[config.mk]
export PLATFORM = sky130hd
export DESIGN_NAME = mcarc_top
export DESIGN_NICKNAME = d
export VERILOG_FILES = /design/src/verilog/mcarc_pkg.sv /design/src/verilog/mcarc_fifo.sv /design/src/verilog/mcarc_top.sv
export SDC_FILE = /design/constraint.sdc
export NUM_CORES = 1
export LEC_CHECK = 0
export BUFFER_PORTS_ARGS = -buffer_cell sky130_fd_sc_hd__buf_2
export CORE_UTILIZATION = 55
export CTS_BUF_LIST = sky130_fd_sc_hd__clkbuf_4
export DETAILED_ROUTE_END_ITERATION = 10
export GPL_TIMING_DRIVEN = 0
export PLACE_DENSITY = 0.78
export SLEW_MARGIN = 20
export SYNTH_ARGS = -nofsm -noshare
export SYNTH_HDL_FRONTEND = slang
export SYNTH_HIERARCHICAL = 1
export SYNTH_SLANG_ARGS = --single-unit
export TNS_END_PERCENT = 30
[constraint.sdc]
create_clock -name CLK_SYS -period 3.3 [get_ports CLK_SYS]
set_input_delay 0.165 -clock CLK_SYS [delete_from_list [all_inputs] [get_ports CLK_SYS]]
set_output_delay 0.165 -clock CLK_SYS [all_outputs]
set_load 0.03 [all_outputs]
[src/verilog/mcarc_pkg.sv]
// Purpose: Shared constants for the multichannel converter readout control
// Assumes: 10 MHz system clock
// Notes:   Times are kept in their own unit; cycle counts derive from them
package mcarc_pkg;
  localparam int unsigned CLK_HZ             = 10_000_000;
  localparam int unsigned NUM_CH             = 8;
  localparam int unsigned RES_W              = 12;
  localparam logic [7:0]  CFG_RESET          = 8'hFF;
  localparam int unsigned NEXT_RDY_MAX_NS    = 225;
  localparam int unsigned NEXT_RDY_CYC_RAW   = NEXT_RDY_MAX_NS * (CLK_HZ / 1_000_000) / 1000;
  localparam int unsigned NEXT_RDY_CYC       = (NEXT_RDY_CYC_RAW < 1) ? 1 : NEXT_RDY_CYC_RAW;
  localparam int unsigned EXT_STEP_CLKS      = 3;
  localparam int unsigned EXT_FIRST_CLKS     = 13;
  localparam int unsigned INT_FIRST_NS       = 900;
  localparam int unsigned INT_FIRST_CYC      = INT_FIRST_NS * (CLK_HZ / 1_000_000) / 1000;
  localparam logic [11:0] UNI_ZERO           = 12'h000;
  localparam logic [11:0] UNI_FULL           = 12'hFFF;
  localparam logic [11:0] UNI_MID            = 12'h800;
  localparam logic [11:0] BIP_POS_FULL       = 12'h7FF;
  localparam logic [11:0] BIP_NEG_FULL       = 12'h800;
  localparam int unsigned FIFO_DEPTH         = 8;
  typedef enum logic [1:0] {
    MCARC_IDLE = 2'b00,
    MCARC_WAIT = 2'b01,
    MCARC_PUSH = 2'b10,
    MCARC_DONE = 2'b11
  } mcarc_state_t;
endpackage

[src/verilog/mcarc_fifo.sv]
// Purpose: Result FIFO between conversion and the readout bus
// Assumes: Single clock, synchronous active-high reset
// Notes:   Storage in flip-flops; clear empties it for a new sequence
`timescale 1ns/1ps
module mcarc_fifo #(
  parameter int unsigned WIDTH = 15,
  parameter int unsigned DEPTH = 8
) (
  input  wire logic             clk,
  input  wire logic             rst,
  input  wire logic             ce,
  input  wire logic             clr,
  input  wire logic             in_valid,
  output logic                  in_ready,
  input  wire logic [WIDTH-1:0] in_data,
  output logic                  out_valid,
  input  wire logic             out_ready,
  output logic      [WIDTH-1:0] out_data
);
  localparam int unsigned AW = (DEPTH < 2) ? 1 : $clog2(DEPTH);
  initial begin
    if (DEPTH < 2 || (1 << AW) != DEPTH) $error("DEPTH must be a power of two");
  end
  logic [WIDTH-1:0] mem_q [DEPTH];
  logic [AW-1:0]    wp_q;
  logic [AW-1:0]    rp_q;
  logic [AW:0]      cnt_q;
  wire              push = in_valid && in_ready;
  wire              pop  = out_valid && out_ready;
  assign in_ready  = (cnt_q != (AW+1)'(DEPTH));
  assign out_valid = (cnt_q != '0);
  assign out_data  = mem_q[rp_q];
  always_ff @(posedge clk) begin
    if (rst || (ce && clr)) begin
      wp_q  <= '0;
      rp_q  <= '0;
      cnt_q <= '0;
    end else if (ce) begin
      if (push) begin
        mem_q[wp_q] <= in_data;
        wp_q        <= wp_q + 1'b1;
      end
      if (pop) rp_q <= rp_q + 1'b1;
      cnt_q <= cnt_q + (AW+1)'(push) - (AW+1)'(pop);
    end
  end
endmodule

[src/verilog/mcarc_top.sv]
// Purpose: Sequencing, readout and power control of an eight-channel converter
// Assumes: Host pins sampled by two flops; analog core supplies raw results
// Notes:   Results pass the FIFO into a readout store; reads wrap around
`timescale 1ns/1ps
// Notes on behaviour
// RQ1 - Internal clock: next ready strobe within 225 ns after bus release; code spaces strobes three clocks (300 ns) apart, not tied to reads.
// RQ2 - External clock: each further ready strobe three conversion clocks after previous.
// RQ3 - Last-result ready goes low once final enabled channel result available.
// RQ4 - After last-result falls, select and read present results in order.
// RQ5 - Read after all results wraps pointer to first result again.
// RQ6 - At power-up every channel is enabled.
// RQ7 - Host waits 1 ms and runs a dummy conversion after power-up.
// RQ8 - Full power-down input high shuts down and overrides channel keep input.
// RQ9 - Shutdown keeps the enable byte; writes still accepted in shutdown.
// RQ10 - In shutdown both ready outputs stay high.
// RQ11 - Data driven whenever select and read low, regardless of shutdown.
// RQ12 - Falling edge of full power-down starts conversion like convert rising edge.
// RQ13 - After shutdown host runs dummy conversion then waits 1 ms.
// RQ14 - Keep input low powers down every channel whose enable bit is clear.
// RQ15 - After enabling new channel host runs dummy conversion, waits 1 ms.
// RQ16 - Keep input high powers every channel unless full shutdown active.
// RQ17 - Unipolar coding is offset binary, 0x000 to 0xFFF, midscale 0x800.
// RQ18 - Bipolar coding is two's complement about midscale.
// RQ19 - Enable bit n controls channel n; set enables, clear disables.
// RQ20 - New enable byte takes effect on next falling convert strobe edge.
// RQ21 - Bipolar full scale 0x7FE to 0x7FF, zero scale 0x800 to 0x801.
// RQ22 - Read pointer returns to first enabled result at each new sequence.
module mcarc_top
  import mcarc_pkg::*;
#(
  parameter int unsigned NCH     = NUM_CH,
  parameter bit          BIPOLAR = 1'b0
) (
  input  wire logic             CLK_SYS,
  input  wire logic             SYS_RST,
  input  wire logic             CE,
  input  wire logic             CS_N,
  input  wire logic             RD_N,
  input  wire logic             WR_N,
  input  wire logic             CONVERT_STROBE,
  input  wire logic             FULL_POWERDOWN,
  input  wire logic             UNSELECTED_CHANNEL_POWER_KEEP,
  input  wire logic             CLOCK_SOURCE_SELECT,
  input  wire logic             CONV_CLK,
  input  wire logic [7:0]       PARALLEL_DATA_LINES_I,
  input  wire logic [RES_W-1:0] RAW_RESULT [NUM_CH],
  output logic      [RES_W-1:0] PARALLEL_DATA_LINES_O,
  output logic                  PARALLEL_DATA_LINES_OE_N,
  output logic                  RESULT_READY_N,
  output logic                  LAST_RESULT_READY_N,
  output logic      [NUM_CH-1:0] CHANNEL_POWER_ON,
  output logic                  ANALOG_POWER_ON
);
  initial begin
    if (NCH < 1 || NCH > NUM_CH) $error("NCH must be 1 to 8");
  end

  // Pin synchronisers, two flops each
  localparam int unsigned NSY = 7;
  logic [NSY-1:0] s1_q;
  logic [NSY-1:0] s2_q;
  logic [NSY-1:0] s3_q;
  logic [7:0]     d1_q;
  logic [7:0]     d2_q;
  wire  [NSY-1:0] pins = {CONV_CLK, CLOCK_SOURCE_SELECT, UNSELECTED_CHANNEL_POWER_KEEP,
                          FULL_POWERDOWN, CONVERT_STROBE, WR_N | CS_N, RD_N | CS_N};
  always_ff @(posedge CLK_SYS) begin
    if (SYS_RST) begin
      // Power-down bit resets low so no false exit edge follows reset
      s1_q <= 7'h77;
      s2_q <= 7'h77;
      s3_q <= 7'h77;
      d1_q <= 8'h00;
      d2_q <= 8'h00;
    end else if (CE) begin
      s1_q <= pins;
      s2_q <= s1_q;
      s3_q <= s2_q;
      d1_q <= PARALLEL_DATA_LINES_I;
      d2_q <= d1_q;
    end
  end
  wire rd_n_s   = s2_q[0];
  wire wr_n_s   = s2_q[1];
  wire cvt_s    = s2_q[2];
  wire pd_s     = s2_q[3];
  wire keep_s   = s2_q[4];
  wire intclk_s = s2_q[5];
  wire rd_fall  = !s2_q[0] && s3_q[0];
  wire rd_rise  = s2_q[0] && !s3_q[0];
  wire wr_rise  = s2_q[1] && !s3_q[1];
  wire cvt_rise = s2_q[2] && !s3_q[2];
  wire cvt_fall = !s2_q[2] && s3_q[2];
  wire pd_fall  = !s2_q[3] && s3_q[3];
  wire cclk_rise = s2_q[6] && !s3_q[6];

  // Configuration: written byte and byte in effect
  logic [7:0] cfg_wr_q;
  logic [7:0] cfg_act_q;
  always_ff @(posedge CLK_SYS) begin
    if (SYS_RST) begin
      cfg_wr_q  <= CFG_RESET;                                   // RQ6
      cfg_act_q <= CFG_RESET;                                   // RQ6
    end else if (CE) begin
      if (wr_rise) cfg_wr_q <= d2_q;                            // RQ9
      if (cvt_fall) cfg_act_q <= wr_rise ? d2_q : cfg_wr_q;     // RQ20
    end
  end
  wire [NUM_CH-1:0] ch_mask = (NUM_CH)'((1 << NCH) - 1);
  wire [NUM_CH-1:0] en_ch   = cfg_act_q & ch_mask;              // RQ19

  // Power control
  wire              shut    = pd_s;                             // RQ8
  wire [NUM_CH-1:0] pwr_d   = shut ? 8'h00 :
                              (keep_s ? ch_mask : en_ch);       // RQ14 RQ16

  // Coding of raw offset-binary result
  function automatic logic [RES_W-1:0] code(input logic [RES_W-1:0] raw);
    code = BIPOLAR ? (raw ^ UNI_MID) : raw;                     // RQ17 RQ18 RQ21
  endfunction

  // Sequencer
  mcarc_state_t st_q;
  mcarc_state_t st_d;
  logic [10:0]  tmr_q;
  logic [2:0]   ch_q;
  wire          start      = (cvt_rise || pd_fall) && !shut;    // RQ12
  wire          fifo_in_rdy;
  wire          step_ext   = !intclk_s && cclk_rise;
  wire [10:0]   first_cnt  = intclk_s ? 11'(INT_FIRST_CYC) : 11'(EXT_FIRST_CLKS);
  wire [10:0]   next_cnt   = intclk_s ? 11'(NEXT_RDY_CYC) : 11'(EXT_STEP_CLKS);
  // Internal clock runs free, so results never wait on reads
  wire          tick       = intclk_s ? 1'b1 : step_ext;        // RQ1
  wire          tmr_zero   = (tmr_q == 11'h000);
  wire          has_ch     = (en_ch != '0);
  wire [NUM_CH-1:0] above  = en_ch & ~((NUM_CH)'((2 << ch_q) - 1));
  wire          is_last    = (above == '0);
  logic [2:0]   next_ch;
  logic [2:0]   first_ch;
  always_comb begin
    next_ch  = ch_q;
    first_ch = 3'h0;
    for (int i = NUM_CH - 1; i >= 0; i--) begin
      if (above[i]) next_ch = 3'(i);
      if (en_ch[i]) first_ch = 3'(i);
    end
  end
  always_comb begin
    st_d = st_q;
    unique case (st_q)
      MCARC_IDLE: if (start && has_ch) st_d = MCARC_WAIT;
      MCARC_WAIT: if (tmr_zero && tick) st_d = MCARC_PUSH;
      MCARC_PUSH: if (fifo_in_rdy) st_d = is_last ? MCARC_DONE : MCARC_WAIT;
      MCARC_DONE: st_d = MCARC_DONE;
    endcase
    if (shut) st_d = MCARC_IDLE;
    else if (start && has_ch) st_d = MCARC_WAIT;                // RQ12
  end
  always_ff @(posedge CLK_SYS) begin
    if (SYS_RST) begin
      st_q      <= MCARC_IDLE;
      tmr_q     <= 11'h000;
      ch_q      <= 3'h0;
    end else if (CE) begin
      st_q <= st_d;
      if (start) begin
        tmr_q     <= first_cnt - 11'h001;
        ch_q      <= first_ch;
      end else if (st_q == MCARC_WAIT && tick) begin
        if (!tmr_zero) tmr_q <= tmr_q - 11'h001;
      end else if (st_q == MCARC_PUSH && fifo_in_rdy) begin
        tmr_q     <= next_cnt - 11'h001;                        // RQ1 RQ2
        ch_q      <= next_ch;
      end
    end
  end
  wire push = (st_q == MCARC_PUSH) && !shut && !start;

  // Result FIFO
  wire             fifo_out_vld;
  wire [RES_W+2:0] fifo_out;
  wire             new_seq   = start;
  mcarc_fifo #(.WIDTH(RES_W + 3), .DEPTH(FIFO_DEPTH)) u_fifo (
    .clk       (CLK_SYS),
    .rst       (SYS_RST),
    .ce        (CE),
    .clr       (new_seq),
    .in_valid  (push),
    .in_ready  (fifo_in_rdy),
    .in_data   ({is_last, ch_q[1:0] ^ ch_q[1:0], code(RAW_RESULT[ch_q])}),
    .out_valid (fifo_out_vld),
    .out_ready (1'b1),
    .out_data  (fifo_out)
  );

  // Readout store and pointer
  logic [RES_W-1:0] store_q [NUM_CH];
  logic [3:0]       wcnt_q;
  logic [3:0]       rptr_q;
  logic             last_q;
  logic             rdy_n_q;
  wire              pop = fifo_out_vld;
  always_ff @(posedge CLK_SYS) begin
    if (SYS_RST) begin
      wcnt_q  <= 4'h0;
      last_q  <= 1'b0;
    end else if (CE) begin
      if (new_seq || shut) begin
        wcnt_q <= 4'h0;
        last_q <= 1'b0;
      end else if (pop) begin
        store_q[wcnt_q[2:0]] <= fifo_out[RES_W-1:0];
        wcnt_q               <= wcnt_q + 4'h1;
        if (fifo_out[RES_W+2]) last_q <= 1'b1;                  // RQ3
      end
    end
  end
  always_ff @(posedge CLK_SYS) begin
    if (SYS_RST) begin
      rptr_q <= 4'h0;
    end else if (CE) begin
      if (new_seq) rptr_q <= 4'h0;                              // RQ22
      else if (rd_rise && wcnt_q != 4'h0) begin
        if (last_q && rptr_q + 4'h1 >= wcnt_q) rptr_q <= 4'h0;  // RQ5
        else if (rptr_q + 4'h1 < wcnt_q) rptr_q <= rptr_q + 4'h1; // RQ4
      end
    end
  end

  // Ready strobes: one-cycle low pulse per result
  always_ff @(posedge CLK_SYS) begin
    if (SYS_RST) begin
      rdy_n_q    <= 1'b1;
    end else if (CE) begin
      rdy_n_q    <= !(pop && !shut && !new_seq) ;               // RQ1 RQ2
      if (shut) rdy_n_q <= 1'b1;                                // RQ10
    end
  end

  // Output registers
  wire drive = !rd_n_s;
  always_ff @(posedge CLK_SYS) begin
    if (SYS_RST) begin
      PARALLEL_DATA_LINES_O    <= 12'h000;
      PARALLEL_DATA_LINES_OE_N <= 1'b1;
      RESULT_READY_N           <= 1'b1;
      LAST_RESULT_READY_N      <= 1'b1;
      CHANNEL_POWER_ON         <= 8'h00;
      ANALOG_POWER_ON          <= 1'b0;
    end else if (CE) begin
      PARALLEL_DATA_LINES_O    <= (wcnt_q != 4'h0) ? store_q[rptr_q[2:0]] : UNI_ZERO;
      PARALLEL_DATA_LINES_OE_N <= !drive;                       // RQ11
      RESULT_READY_N           <= rdy_n_q;
      LAST_RESULT_READY_N      <= !(last_q && !shut);           // RQ3 RQ10
      CHANNEL_POWER_ON         <= pwr_d;                        // RQ14 RQ16
      ANALOG_POWER_ON          <= !shut;                        // RQ8
    end
  end
endmodule

Word-level counts from Yosys, hierarchy flattened
Memory sizes are Yosys's and may differ from the RTL's. A register that Yosys moved wholly into a read port is not among the register bits.
Index checks and enable logic that the tools add are counted.
- reduce and logical (&&, ||, !) cells: 56
- divide/modulo/power cells: 0
- bitwise gates (word level): 6
- shift operators: 1
- multiplexer cells: 62
- add/sub/neg operators: 10
- equality and inequality tests: 9
- $mul: 0
- order comparisons: 3
- operators with widths (kind ; count):
    $mux W3 ; 24
    $mux W11 ; 4
    $bmux W12 S3 ; 1
    $mux W12 ; 3
    $mux W4 ; 6
    $mux W8 ; 3
    $logic_and A1 B1 Y1 ; 21
    $mux W1 ; 15
    $ne A4 B4 Y1 const B ; 3
    $logic_not A11 Y1 ; 1
    $sub A11 B1 Y11 const B ; 1
    $logic_not A1 Y1 ; 10
    $mux W2 ; 5
    $reduce_and A3 Y1 ; 3
    $reduce_bool A9 Y1 ; 1
    $add A4 B1 Y4 const B ; 2
    $and A8 B8 Y8 ; 1
    $logic_not A8 Y1 ; 1
    $not A8 Y8 ; 1
    $reduce_and A2 Y1 ; 4
    $reduce_and A4 Y1 ; 2
    $reduce_bool A2 Y1 ; 4
    $reduce_bool A4 Y1 ; 2
    $reduce_bool A8 Y1 ; 1
    21 further kinds ; 28
- logic and storage cells: 172
- latch bits: 0
- memories: 2
- RAM bits: 216
- ROM bits: 0
- output and inout bits: 24
- register bits after elaboration: 113
- input port bits: 115
- memory list (memory ; words ; width ; read ports ; clocked after Yosys merged registers in ; write ports ; line ; text):
    u_fifo.mem_q ; 8 ; 15 ; 1 ; 1 ; 1 ; mcarc_fifo.sv:24 ; logic [WIDTH-1:0] mem_q [DEPTH];
    store_q ; 8 ; 12 ; 1 ; 1 ; 1 ; mcarc_top.sv:197 ; logic [RES_W-1:0] store_q [NUM_CH];

Depth between registers and ports, before layout
Gate-level depths: netlist of the first run.
- depth after elaboration: 15
- depth in mapped cells: 11
- depth with buffers taken out: 11

Modules after synthesis
Netlist of the first run, hierarchy kept.
- modules (own cells, without submodules) (module ; seq. area each (um2) ; area each (um2) ; times used ; cells each):
    mcarc_top ; 4944.7 ; 9051.2 ; 1 ; 772
    mcarc_fifo ; 3863.7 ; 5341.4 ; 1 ; 258

Worst setup path before layout of the first run
No wires, ideal clock.
- path type: reg2reg
- start point: register s2_q[2]
- end point: memory u_fifo.mem_q[0][0] (enable)
- setup time: 0.406 ns
- data required time: 2.894 ns
- period minus slack after synthesis: 3.145 ns
- data arrival time: 2.739 ns
- path buffers: 1
- cell stages (with the launch flop): 8
- slack: 0.155 ns
- cells stage by stage: dfxtp_1 nor2b_1 or3_1 clkbuf_1 nor2_1 nand2_1 or3_1 nor3_1
- longest elaborated chain between the ends: 10
- elaborated cells on any way between the ends: 12
- classes of those cells: mux (4); reduce/logical (8)
- RTL lines (what ; line ; text):
    start: declaration ; mcarc_top.sv:61 ; logic [NSY-1:0] s2_q;
    start signal: assignment ; mcarc_top.sv:77 ; s2_q <= s1_q;
    $logic_and A1 B1 Y1 ; mcarc_top.sv:92 ; wire cvt_rise = s2_q[2] && !s3_q[2];
    $logic_or A1 B1 Y1 ; mcarc_top.sv:127 ; wire start = (cvt_rise || pd_fall) && !shut;
    $logic_and A1 B1 Y1 ; mcarc_top.sv:127 ;
    $logic_not A1 Y1 ; mcarc_top.sv:177 ; wire push = (st_q == MCARC_PUSH) && !shut && !start;
    $logic_and A1 B1 Y1 ; mcarc_top.sv:177 ;
    via push ; mcarc_top.sv:177 ;
    $logic_and A1 B1 Y1 ; mcarc_fifo.sv:28 ; wire push = in_valid && in_ready;
    $mux W1 ; mcarc_fifo.sv:39 ; if (push) begin
    $mux W1 ; mcarc_fifo.sv:38 ; end else if (ce) begin
    $mux W1 ; mcarc_fifo.sv:34 ; if (rst || (ce && clr)) begin
    $mux W1 (implied by the code) ; mcarc_fifo.sv:40 ; mem_q[wp_q] <= in_data;
    end: declaration ; mcarc_fifo.sv:24 ;
The timed path passes the listed nets, and every way through them passes these cells.

Worst setup path in the final report of the first run
- start point: register s2_q[2]
- end point: memory u_fifo.mem_q[0][7] (enable)
The elaborated chain is that of the path after synthesis.

==> results of run 1 <==
[layer usage]
metal / global-route usage, % / part of all wire (%) / vias to the layer above
met5: 0 / 0 / -
met4: 8.83 / 2.0 / 0
met3: 4.80 / 6.7 / 47
met2: 41.2 / 51 / 365
met1: 30.3 / 41 / 4598
li1: - / - / 4411
[cell usage in the layout (no fill, tap or decap), types with 4 or more instances in the layout]
cell and count:
o31ai_1 6, o211ai_1 11, buf_1 11, dlygate4sd3_1 19
edfxtp_1 200, mux4_1 26, a31oi_1 7, clkbuf_1 36
clkinv_1 16, mux2_2 13, or3_1 5, nand4_1 6
o311ai_0 4, a21oi_1 49, or2_2 4, mux4_2 48
nor2_1 77, inv_1 29, and2_1 4, nand3_1 30
nor2_2 9, clkbuf_4 124, ha_1 16, nand2b_1 7
o22ai_1 4, a211oi_1 8, nand3b_1 5, buf_2 146
dfxtp_1 116, nand2_1 90, or4_1 9, o21ai_0 18
nor3_1 21, nor2b_1 10, nor3_2 6, buf_6 10
mux2i_1 60
[worst min-delay path, stage by stage]
cell     delay (ns)
buf_2          0.07
mux4_2         0.22
nand2_1        0.05
nand2_1        0.18
[worst max path at each step]
stage / slack [ns] / cells past startpoint / start / end
6_report: 0.15 / 8 / s2_q[2]$_SDFFE_PP1P_ / u_fifo/mem_q[0][7]$_DFFE_PP_
5_1_grt: -0.04 / 8 / s2_q[2]$_SDFFE_PP1P_ / u_fifo/mem_q[0][14]$_DFFE_PP_
4_1_cts: 0.19 / 11 / u_fifo/cnt_q[2]$_SDFFE_PP0P_ / u_fifo/cnt_q[2]$_SDFFE_PP0P_
3_5_place_dp: 0.19 / 8 / s2_q[2]$_SDFFE_PP1P_ / u_fifo/mem_q[0][4]$_DFFE_PP_
3_3_place_gp: -0.65 / 7 / s2_q[2]$_SDFFE_PP1P_ / u_fifo/mem_q[0][6]$_DFFE_PP_
2_1_floorplan: 0.30 / 7 / s2_q[2]$_SDFFE_PP1P_ / u_fifo/mem_q[0][0]$_DFFE_PP_
[area by class of cell]
class                   instances  area, um^2
flip-flops and latches        316        8330
fillers                      1791        8250
multi-input cells             602        5120
repair buffers                163         948
clock buffers                 124         931
well taps                     324         405
plain buffers                  61         280
inverters                      30         113
clock inverters                19        83.8
diodes                          1        2.50
[power by group]
group	switching, W	internal, W
logic	0.000735	0.000528
registers	0.0000807	0.00442
clock network	0.00150	0.00171
[flip-flops by register name, indices dropped and copies added (netlist names), 8 cells and up, named ones only]
name and count:
CHANNEL_POWER_ON 8, store_q 96, d1_q 8, PARALLEL_DATA_LINES_O 12, tmr_q 11, u_fifo/mem_q 104
cfg_act_q 8, d2_q 8, cfg_wr_q 8
[metrics by stage]
step                hold slack [ns]  power, W
floorplan                     0.293   0.00544
global placement              0.384   0.00576
detailed placement            0.385   0.00582
CTS                           0.130   0.00903
global route                  0.170   0.00940
finish                        0.174   0.00897
[timing repair]
| item | 4_1_cts | 5_1_grt |
|---|---|---|
| setup endpoints to repair | 0 | 10 |
| hold buffers | 19 | 0 |
| endpoints found under the hold margin | 19 | 0 |
| gates resized for setup | 0 | 1 |
==> flow_summary_export.csv, run 1 <==
group,metric,value,unit
route,wl,29900,um
cells_and_area,drive_gt1_share,28.8,%
route,drtAntennaViolNets,0,
cells_and_area,nets,1385,
setup_path,crit_slowest_cell,"nor3_2",
setup_path,cp.required,3.66,ns
clock_network,htreeDepth,3,
setup_path,r2r_cells,8,
placement,place_area,15000,um^2
cells_and_area,final_cell_area,16200,um^2
synth,syn_area,13800,um^2
setup_path,critPathBufInv,2,
sta,finalSetupViolCount,0,
die,die_area,25700,um^2
route,drt_iter0_markers,752,
placement,hpwl,21000,um
setup_path,critPathMaxFanout,9,
setup_path,worstSetupStartpointType,"flop",
route,vias,9421,
route,first_pass_iters,6,
sta,hold_viol,0,
power,powerDensity,553,nW/um^2
clock_network,clk_latency,0.67,ns
sta,clock.fmax,0.318,GHz
cells_and_area,area_growth,17.7,%
sta,rsz0062_at_grt,"true",
route,drc_errors,0,
power,leakagePower,6.02,nW
setup_path,crit_chain,"nor2b_1 > or3_1 > clkbuf_1 > nor2_1 > nand2_1 > or3_1 > nor3_2 > buf_6",
clock_network,clk_pin_slew,0.06,ns
global_routing,grt_antenna_before_repair,1,
hold_path,holdCritPathClass,"input port to flop",
power,ir_drop,0.276,mV
die,die_width,160,um
route,wl_per_cell,18.2,um
placement,port_buffers,138,
hold_path,min_from,"RAW_RESULT[75]",
hold_path,hold_depth,4,
run_status,outcome,"complete, no violations",
clock_network,postCtsSetupRepairBufs,0,
clock_network,cts-root-buf,"clkbuf_4",
setup_path,cpMostUsedCell,"or3_1",
global_routing,grt_first_pass_wirelength,47800,um
die,core_area,24500,um^2
die,ioPinCount,139,
global_routing,grt_overflow,0,
job,max-cap-violations,0,
setup_path,rrSetupSlack,0.15,ns
clock_network,cts_tree,"done",
synth,synthCells,1007,
setup_path,cpLargestDelayFamily,"simple AND/OR/NAND/NOR gates",
global_routing,grt_start_max_net_pins,14,
sta,skew,0.0346,ns
global_routing,track_usage,24.0,%
sta,finalCritPeriodShare,95.4,%
placement,dp_slack,0.188,ns
sta,min_period,3.15,ns
clock_network,clock-sinks,316,
cells_and_area,stdcell_count,1640,
sta,maxSlewViolCount,0,
clock_network,numCtsBuffers,79,
cells_and_area,utilization,66.3,%
die,rows,57,
placement,gp_congestion,0.884,
setup_path,slowest_delay,0.60,ns
setup_path,r2r_end,"u_fifo/mem_q[0][7]$_DFFE_PP_",
setup_path,reg2reg_from,"s2_q[2]$_SDFFE_PP1P_",
sta,slew_headroom,29.8,%
setup_path,crit_path_end_kind,"flop",
clock_network,cts_buffer_depth,3,
sta,setup_ws,0.153,ns
setup_path,criticalPathCategory,"flop to flop",
global_routing,grt_pass1_vias,9414,
synth,syn_avg_cell_area,13.7,um^2
route,via_per_inst,5.74,
die,initial_core_util,56.3,%
setup_path,arrival,3.51,ns
sta,tightest_slew,1.05,ns
placement,dpl.cell_count,1477,
hold_path,hold_path_end,"u_fifo/mem_q[2][3]$_DFFE_PP_",
sta,setup_tns,0,ns
die,die_h,160,um
synth,ys_warn_count,6,
Power figures use the tool's default switching activity.
==> inputs of run 2 (changes only) <==
--- a/config.mk
+++ b/config.mk
@@ -6,11 +6,11 @@
 export NUM_CORES = 1
 export LEC_CHECK = 0
 export BUFFER_PORTS_ARGS = -buffer_cell sky130_fd_sc_hd__buf_2
-export CORE_UTILIZATION = 55
+export CAP_MARGIN = 20
+export CORE_UTILIZATION = 40
 export CTS_BUF_LIST = sky130_fd_sc_hd__clkbuf_4
 export DETAILED_ROUTE_END_ITERATION = 10
 export GPL_TIMING_DRIVEN = 0
-export PLACE_DENSITY = 0.78
 export SLEW_MARGIN = 20
 export SYNTH_ARGS = -nofsm -noshare
 export SYNTH_HDL_FRONTEND = slang
==> run 2 against run 1 <==
  * Non-clock buffer count increased by 2
  * Count of clock-buffer cells in the layout is 3 lower
  * Fmax is 1.3% lower
  * Register-to-register slack lost 0.04 ns
  * Global-route usage shrank 5.8 points
  * Sequential share of layout area down 0.65 points
  * Clock skew up 0.0044 ns
  * Combinational power about the same
  * Design area grew 1.3%
  * Critical path type unchanged
  * Critical endpoint is now u_fifo/mem_q[4][7]$_DFFE_PP_
  * Largest cell class unchanged
  * Largest power group unchanged
==> flow_summary_export.csv, run 2 (synthesis gave the netlist of run 1 again) <==
group,metric,value,unit
run_status,outcome,"complete, no violations",
placement,gp_congestion,0.791,
route,via_per_inst,5.24,
hold_path,holdCritPathClass,"input port to flop",
sta,min_period,3.19,ns
clock_network,cts_tree,"done",
power,powerDensity,552,nW/um^2
global_routing,grt_pass1_vias,9422,
setup_path,slowest_delay,0.62,ns
setup_path,cpMostUsedCell,"or3_1",
die,die_width,188,um
cells_and_area,area_growth,19.2,%
clock_network,htreeDepth,3,
die,ioPinCount,139,
setup_path,critPathBufInv,2,
global_routing,grt_first_pass_wirelength,50000,um
clock_network,clock-sinks,316,
job,max-cap-violations,0,
placement,dpl.cell_count,1601,
clock_network,clk_pin_slew,0.07,ns
clock_network,cts_buffer_depth,3,
cells_and_area,drive_gt1_share,28.9,%
cells_and_area,multi_input_area,5130,um^2
global_routing,grt_antenna_before_repair,1,
power,switching_share,26.0,%
clock_network,numCtsBuffers,81,
cells_and_area,fillerInstances,3055,
setup_path,crit_path_end_kind,"flop",
sta,finalSetupViolCount,0,
sta,setup_tns,0,ns
cells_and_area,seq_area,8330,um^2
setup_path,cpLargestDelayFamily,"simple AND/OR/NAND/NOR gates",
sta,finalCritPeriodShare,96.6,%
clock_network,postCtsSetupRepairBufs,0,
power,switchingPower,0.00236,W
route,drc_errors,0,
setup_path,critPathMaxFanout,9,
clock_network,cts-root-buf,"clkbuf_4",
power,ir_drop,0.208,mV
cells_and_area,layout_commonest_cell,"edfxtp_1",
cells_and_area,largest_reg_flops,104,
cells_and_area,utilization,48.7,%
sta,skew,0.0390,ns
power,p_comb_share,14.0,%
die,initial_core_util,40.9,%
global_routing,track_usage,18.2,%
cells_and_area,nets,1389,
die,rows,67,
power,total_power,0.00906,W
route,vias,9274,
cells_and_area,stdcell_count,1770,
setup_path,crit_slowest_cell,"nor3_2",
setup_path,worstSetupStartpointType,"flop",
setup_path,crit_chain,"nor2b_1 > or3_1 > clkbuf_1 > nor2_1 > nand2_1 > or3_1 > nor3_2 > buf_6",
global_routing,grt_overflow,0,
global_routing,grt_start_max_net_pins,14,
route,wl_per_cell,17.8,um
die,die_h,188,um
sta,hold_slack,0.125,ns
power,internal_power,0.00671,W
route,wl,31600,um
placement,port_buffers,138,
die,die_area,35200,um^2
setup_path,cp.required,3.69,ns
route,drtAntennaViolNets,0,
sta,clock.fmax,0.314,GHz
power,pwr-share-seq,49.6,%
sta,rsz0062_at_grt,"true",
route,drt_iter0_markers,499,
setup_path,criticalPathCategory,"flop to flop",
cells_and_area,regMostFlops,"u_fifo/mem_q",
sta,tightest_slew,0.939,ns
placement,hpwl,21600,um
route,first_pass_iters,4,
sta,maxSlewViolCount,0,
die,core_area,33700,um^2
power,leakagePower,6.05,nW
sta,slew_headroom,36.9,%
cells_and_area,final_cell_mix,"edfxtp_1 (200), buf_2 (146), clkbuf_4 (121)",
power,clkPwrFrac,36.4,%
clock_network,clk_latency,0.71,ns
setup_path,arrival,3.58,ns
sta,hold_viol,0,
==> run 2: changes by cell type in the layout (fill, tap and decap cells not counted), sizes merged <==
cell	previous run	this run
bufinv	0	1
dlygate4sd3	19	21
clkbuf	162	159
clkinv	16	22
==> run 2: worst paths after layout <==
check | start | end | slack (ns) | cells after the start
max | s2_q[2]$_SDFFE_PP1P_ | u_fifo/mem_q[4][7]$_DFFE_PP_ | 0.11 | 8
min | RAW_RESULT[39] | u_fifo/mem_q[7][3]$_DFFE_PP_ | 0.13 | 4
max reg2reg | s2_q[2]$_SDFFE_PP1P_ | u_fifo/mem_q[4][7]$_DFFE_PP_ | 0.11 | 8
min reg2reg | cfg_wr_q[7]$_SDFFE_PP1P_ | cfg_wr_q[7]$_SDFFE_PP1P_ | 0.47 | 2
==> run 2: what timing repair did <==
item,in CTS,in global routing
hold buffers,21,0
gates resized for setup,0,4
hold endpoints to repair,24,0
setup endpoints to repair,0,32
==> run 2: layout make-up <==
type / count / area share, %
clock inverter: 26 / 0.815
tap: 448 / 3.41
clock buffer: 121 / 5.53
sequential: 316 / 50.7
antenna: 1 / 0.0152
inverter: 30 / 0.686
multi-input combinational: 602 / 31.2
timing repair buffer: 165 / 5.87
buffer: 61 / 1.71
==> run 2: power groups by stage <==
stage               registers, W  logic [W]  clock network (W)
floorplan                0.00459   0.000843                  0
global placement         0.00458    0.00121                  0
detailed placement       0.00458    0.00125                  0
CTS                      0.00450    0.00128            0.00341
global route             0.00451    0.00141            0.00362
finish                   0.00450    0.00127            0.00329
==> run 2: metrics by stage <==
| step | setup slack, ns | instance area (um^2) |
|---|---|---|
| 6_report | 0.111 | 16400 |
| 5_1_grt | -0.0160 | 16400 |
| 4_1_cts | 0.0356 | 16400 |
| 3_5_place_dp | 0.107 | 15200 |
| 3_3_place_gp | -0.868 | 15000 |
| 2_1_floorplan | 0.297 | 13800 |
==> run 2: worst min-delay path, stage by stage <==
cell	delay [ns]
buf_2	0.07
mux4_2	0.21
nand2_1	0.05
nand2_1	0.17
==> run 2: metal layers <==
metal  routed length (um)  GRT usage, %
met5                    0             0
met4                  474          6.19
met3                 1620          3.80
met2                15100          29.4
met1                14300          24.4
==> inputs of run 3 (changes only) <==
--- a/config.mk
+++ b/config.mk
@@ -7,6 +7,7 @@
 export LEC_CHECK = 0
 export BUFFER_PORTS_ARGS = -buffer_cell sky130_fd_sc_hd__buf_2
 export CAP_MARGIN = 20
+export CORE_MARGIN = 2
 export CORE_UTILIZATION = 40
 export CTS_BUF_LIST = sky130_fd_sc_hd__clkbuf_4
 export DETAILED_ROUTE_END_ITERATION = 10
==> run 3 against run 2 <==
  * Clock skew grew 0.011 ns
  * Die area is 2.1% higher
  * Global-route usage fell by 0.39 points
  * Core utilization increased by 0.14 points
  * Via count down 0.84%
  * Sequential cell count unchanged
  * Combinational power hardly changed
  * Critical path depth stayed put
  * Largest power group unchanged
==> flow_summary_export.csv, run 3 (synthesis gave the netlist of run 1 again) <==
group,metric,value,unit
run_status,outcome,"complete, no violations",
route,drt_iter0_markers,469,
sta,maxSlewViolCount,0,
power,powerDensity,561,nW/um^2
sta,min_period,3.23,ns
placement,place_area,15200,um^2
sta,setup_tns,0,ns
die,die_area,36000,um^2
setup_path,criticalPathCategory,"flop to flop",
clock_network,clock-sinks,316,
route,drtAntennaViolNets,0,
job,max-cap-violations,0,
setup_path,cp.required,3.69,ns
global_routing,track_usage,17.8,%
placement,dp_slack,0.0876,ns
cells_and_area,final_cell_mix,"edfxtp_1 (200), buf_2 (146), clkbuf_4 (120)",
die,ioPinCount,139,
placement,gp_congestion,0.799,
sta,finalSetupViolCount,0,
cells_and_area,fillerInstances,3077,
placement,port_buffers,138,
cells_and_area,layout_commonest_cell,"edfxtp_1",
hold_path,holdCritPathClass,"input port to flop",
die,die_width,190,um
power,leakagePower,6.08,nW
clock_network,htreeDepth,3,
sta,finalCritPeriodShare,97.9,%
sta,setup_ws,0.0699,ns
die,rows,67,
clock_network,numCtsBuffers,81,
route,first_pass_iters,5,
sta,clock.fmax,0.310,GHz
global_routing,grt_overflow,0,
global_routing,grt_first_pass_wirelength,49800,um
cells_and_area,regMostFlops,"u_fifo/mem_q",
sta,rsz0062_at_grt,"true",
global_routing,grt_start_max_net_pins,14,
sta,skew,0.0503,ns
sta,slew_headroom,34.0,%
cells_and_area,final_cell_area,16500,um^2
cells_and_area,area_growth,19.5,%
setup_path,crit_path_end_kind,"flop",
global_routing,grt_pass1_vias,9365,
route,vias,9196,
setup_path,arrival,3.62,ns
setup_path,crit_slowest_cell,"nor3_2",
die,die_h,190,um
cells_and_area,seq_area,8330,um^2
power,ir_drop,0.232,mV
route,wl,31400,um
die,initial_core_util,40.9,%
global_routing,grt_antenna_before_repair,1,
setup_path,crit_chain,"nor2b_1 > or3_1 > clkbuf_1 > nor2_1 > nand2_1 > or3_1 > nor3_2 > buf_6",
cells_and_area,drive_gt1_share,29.3,%
clock_network,cts-root-buf,"clkbuf_4",
die,core_area,33700,um^2
cells_and_area,multi_input_area,5130,um^2
cells_and_area,nets,1388,
placement,hpwl,21700,um
route,wl_per_cell,17.7,um
clock_network,clk_latency,0.73,ns
power,total_power,0.00924,W
sta,hold_viol,0,
setup_path,cpMostUsedCell,"or3_1",
route,via_per_inst,5.20,
clock_network,cts_buffer_depth,3,
cells_and_area,largest_reg_flops,104,
sta,tightest_slew,0.983,ns
clock_network,clk_pin_slew,0.07,ns
clock_network,cts_tree,"done",
setup_path,slowest_delay,0.61,ns
setup_path,critPathMaxFanout,9,
setup_path,worstSetupStartpointType,"flop",
route,drc_errors,0,
## run 3: changes by cell type in the layout (fill, tap and decap cells not counted), moves of 2 or more
cell / delta
bufinv_16: +2
clkinv_1: -7
clkinv_2: +3
clkinvlp_4: -2
## run 3: final cells by class
cell class	count	area share, %
diodes	2	0.0304
repair buffers	165	5.88
well taps	448	3.40
multi-input cells	602	31.2
plain buffers	60	1.68
clock inverters	25	1.15
flip-flops and latches	316	50.6
clock buffers	120	5.47
inverters	30	0.684
## run 3: final timing paths
kind | endpoint | startpoint | slack (ns) | cells after the start
worst max-delay path | u_fifo/mem_q[0][4]$_DFFE_PP_ | s2_q[2]$_SDFFE_PP1P_ | 0.07 | 8
worst min-delay path | u_fifo/mem_q[7][0]$_DFFE_PP_ | RAW_RESULT[60] | 0.13 | 4
worst max register to register | u_fifo/mem_q[0][4]$_DFFE_PP_ | s2_q[2]$_SDFFE_PP1P_ | 0.07 | 8
worst min register to register | cfg_wr_q[7]$_SDFFE_PP1P_ | cfg_wr_q[7]$_SDFFE_PP1P_ | 0.46 | 2
## run 3: what timing repair did
| item | CTS | global route |
|---|---|---|
| buffers inserted | 0 | 0 |
| endpoints found under the setup margin | 0 | 34 |
| resized for setup | 0 | 2 |
| hold endpoints to repair | 26 | 0 |
| hold buffers | 21 | 0 |
## run 3: per-layer routing
metal | global-route usage [%] | wire, um | vias to the layer above
li1 | - | - | 4421
met1 | 23.4 | 14200 | 4491
met2 | 29.9 | 15200 | 248
met3 | 3.69 | 1550 | 36
met4 | 5.40 | 401 | 0
met5 | 0 | 0 | -
## run 3: worst max-delay path: cells and delay by family, from the launching register on
kind / cells / cell delay (ns)
flops: 1 / 0.34
simple gates: 6 / 2.14
buf+inv: 2 / 0.44
## run 3: report_power, final
part           internal [W]  total, W  switching, W
Sequential          0.00442   0.00450     0.0000814
Clock               0.00191   0.00347       0.00156
Combinational      0.000531   0.00126      0.000733
## run 3: metrics by stage
stage	utilization, %	instances	hold slack, ns
after detailed placement	45.0	1601	0.389
after global routing	48.9	1767	0.141
after CTS	48.8	1767	0.0705
after global placement	44.6	1595	0.385
final	48.9	1768	0.135
after floorplan	-	1009	0.293
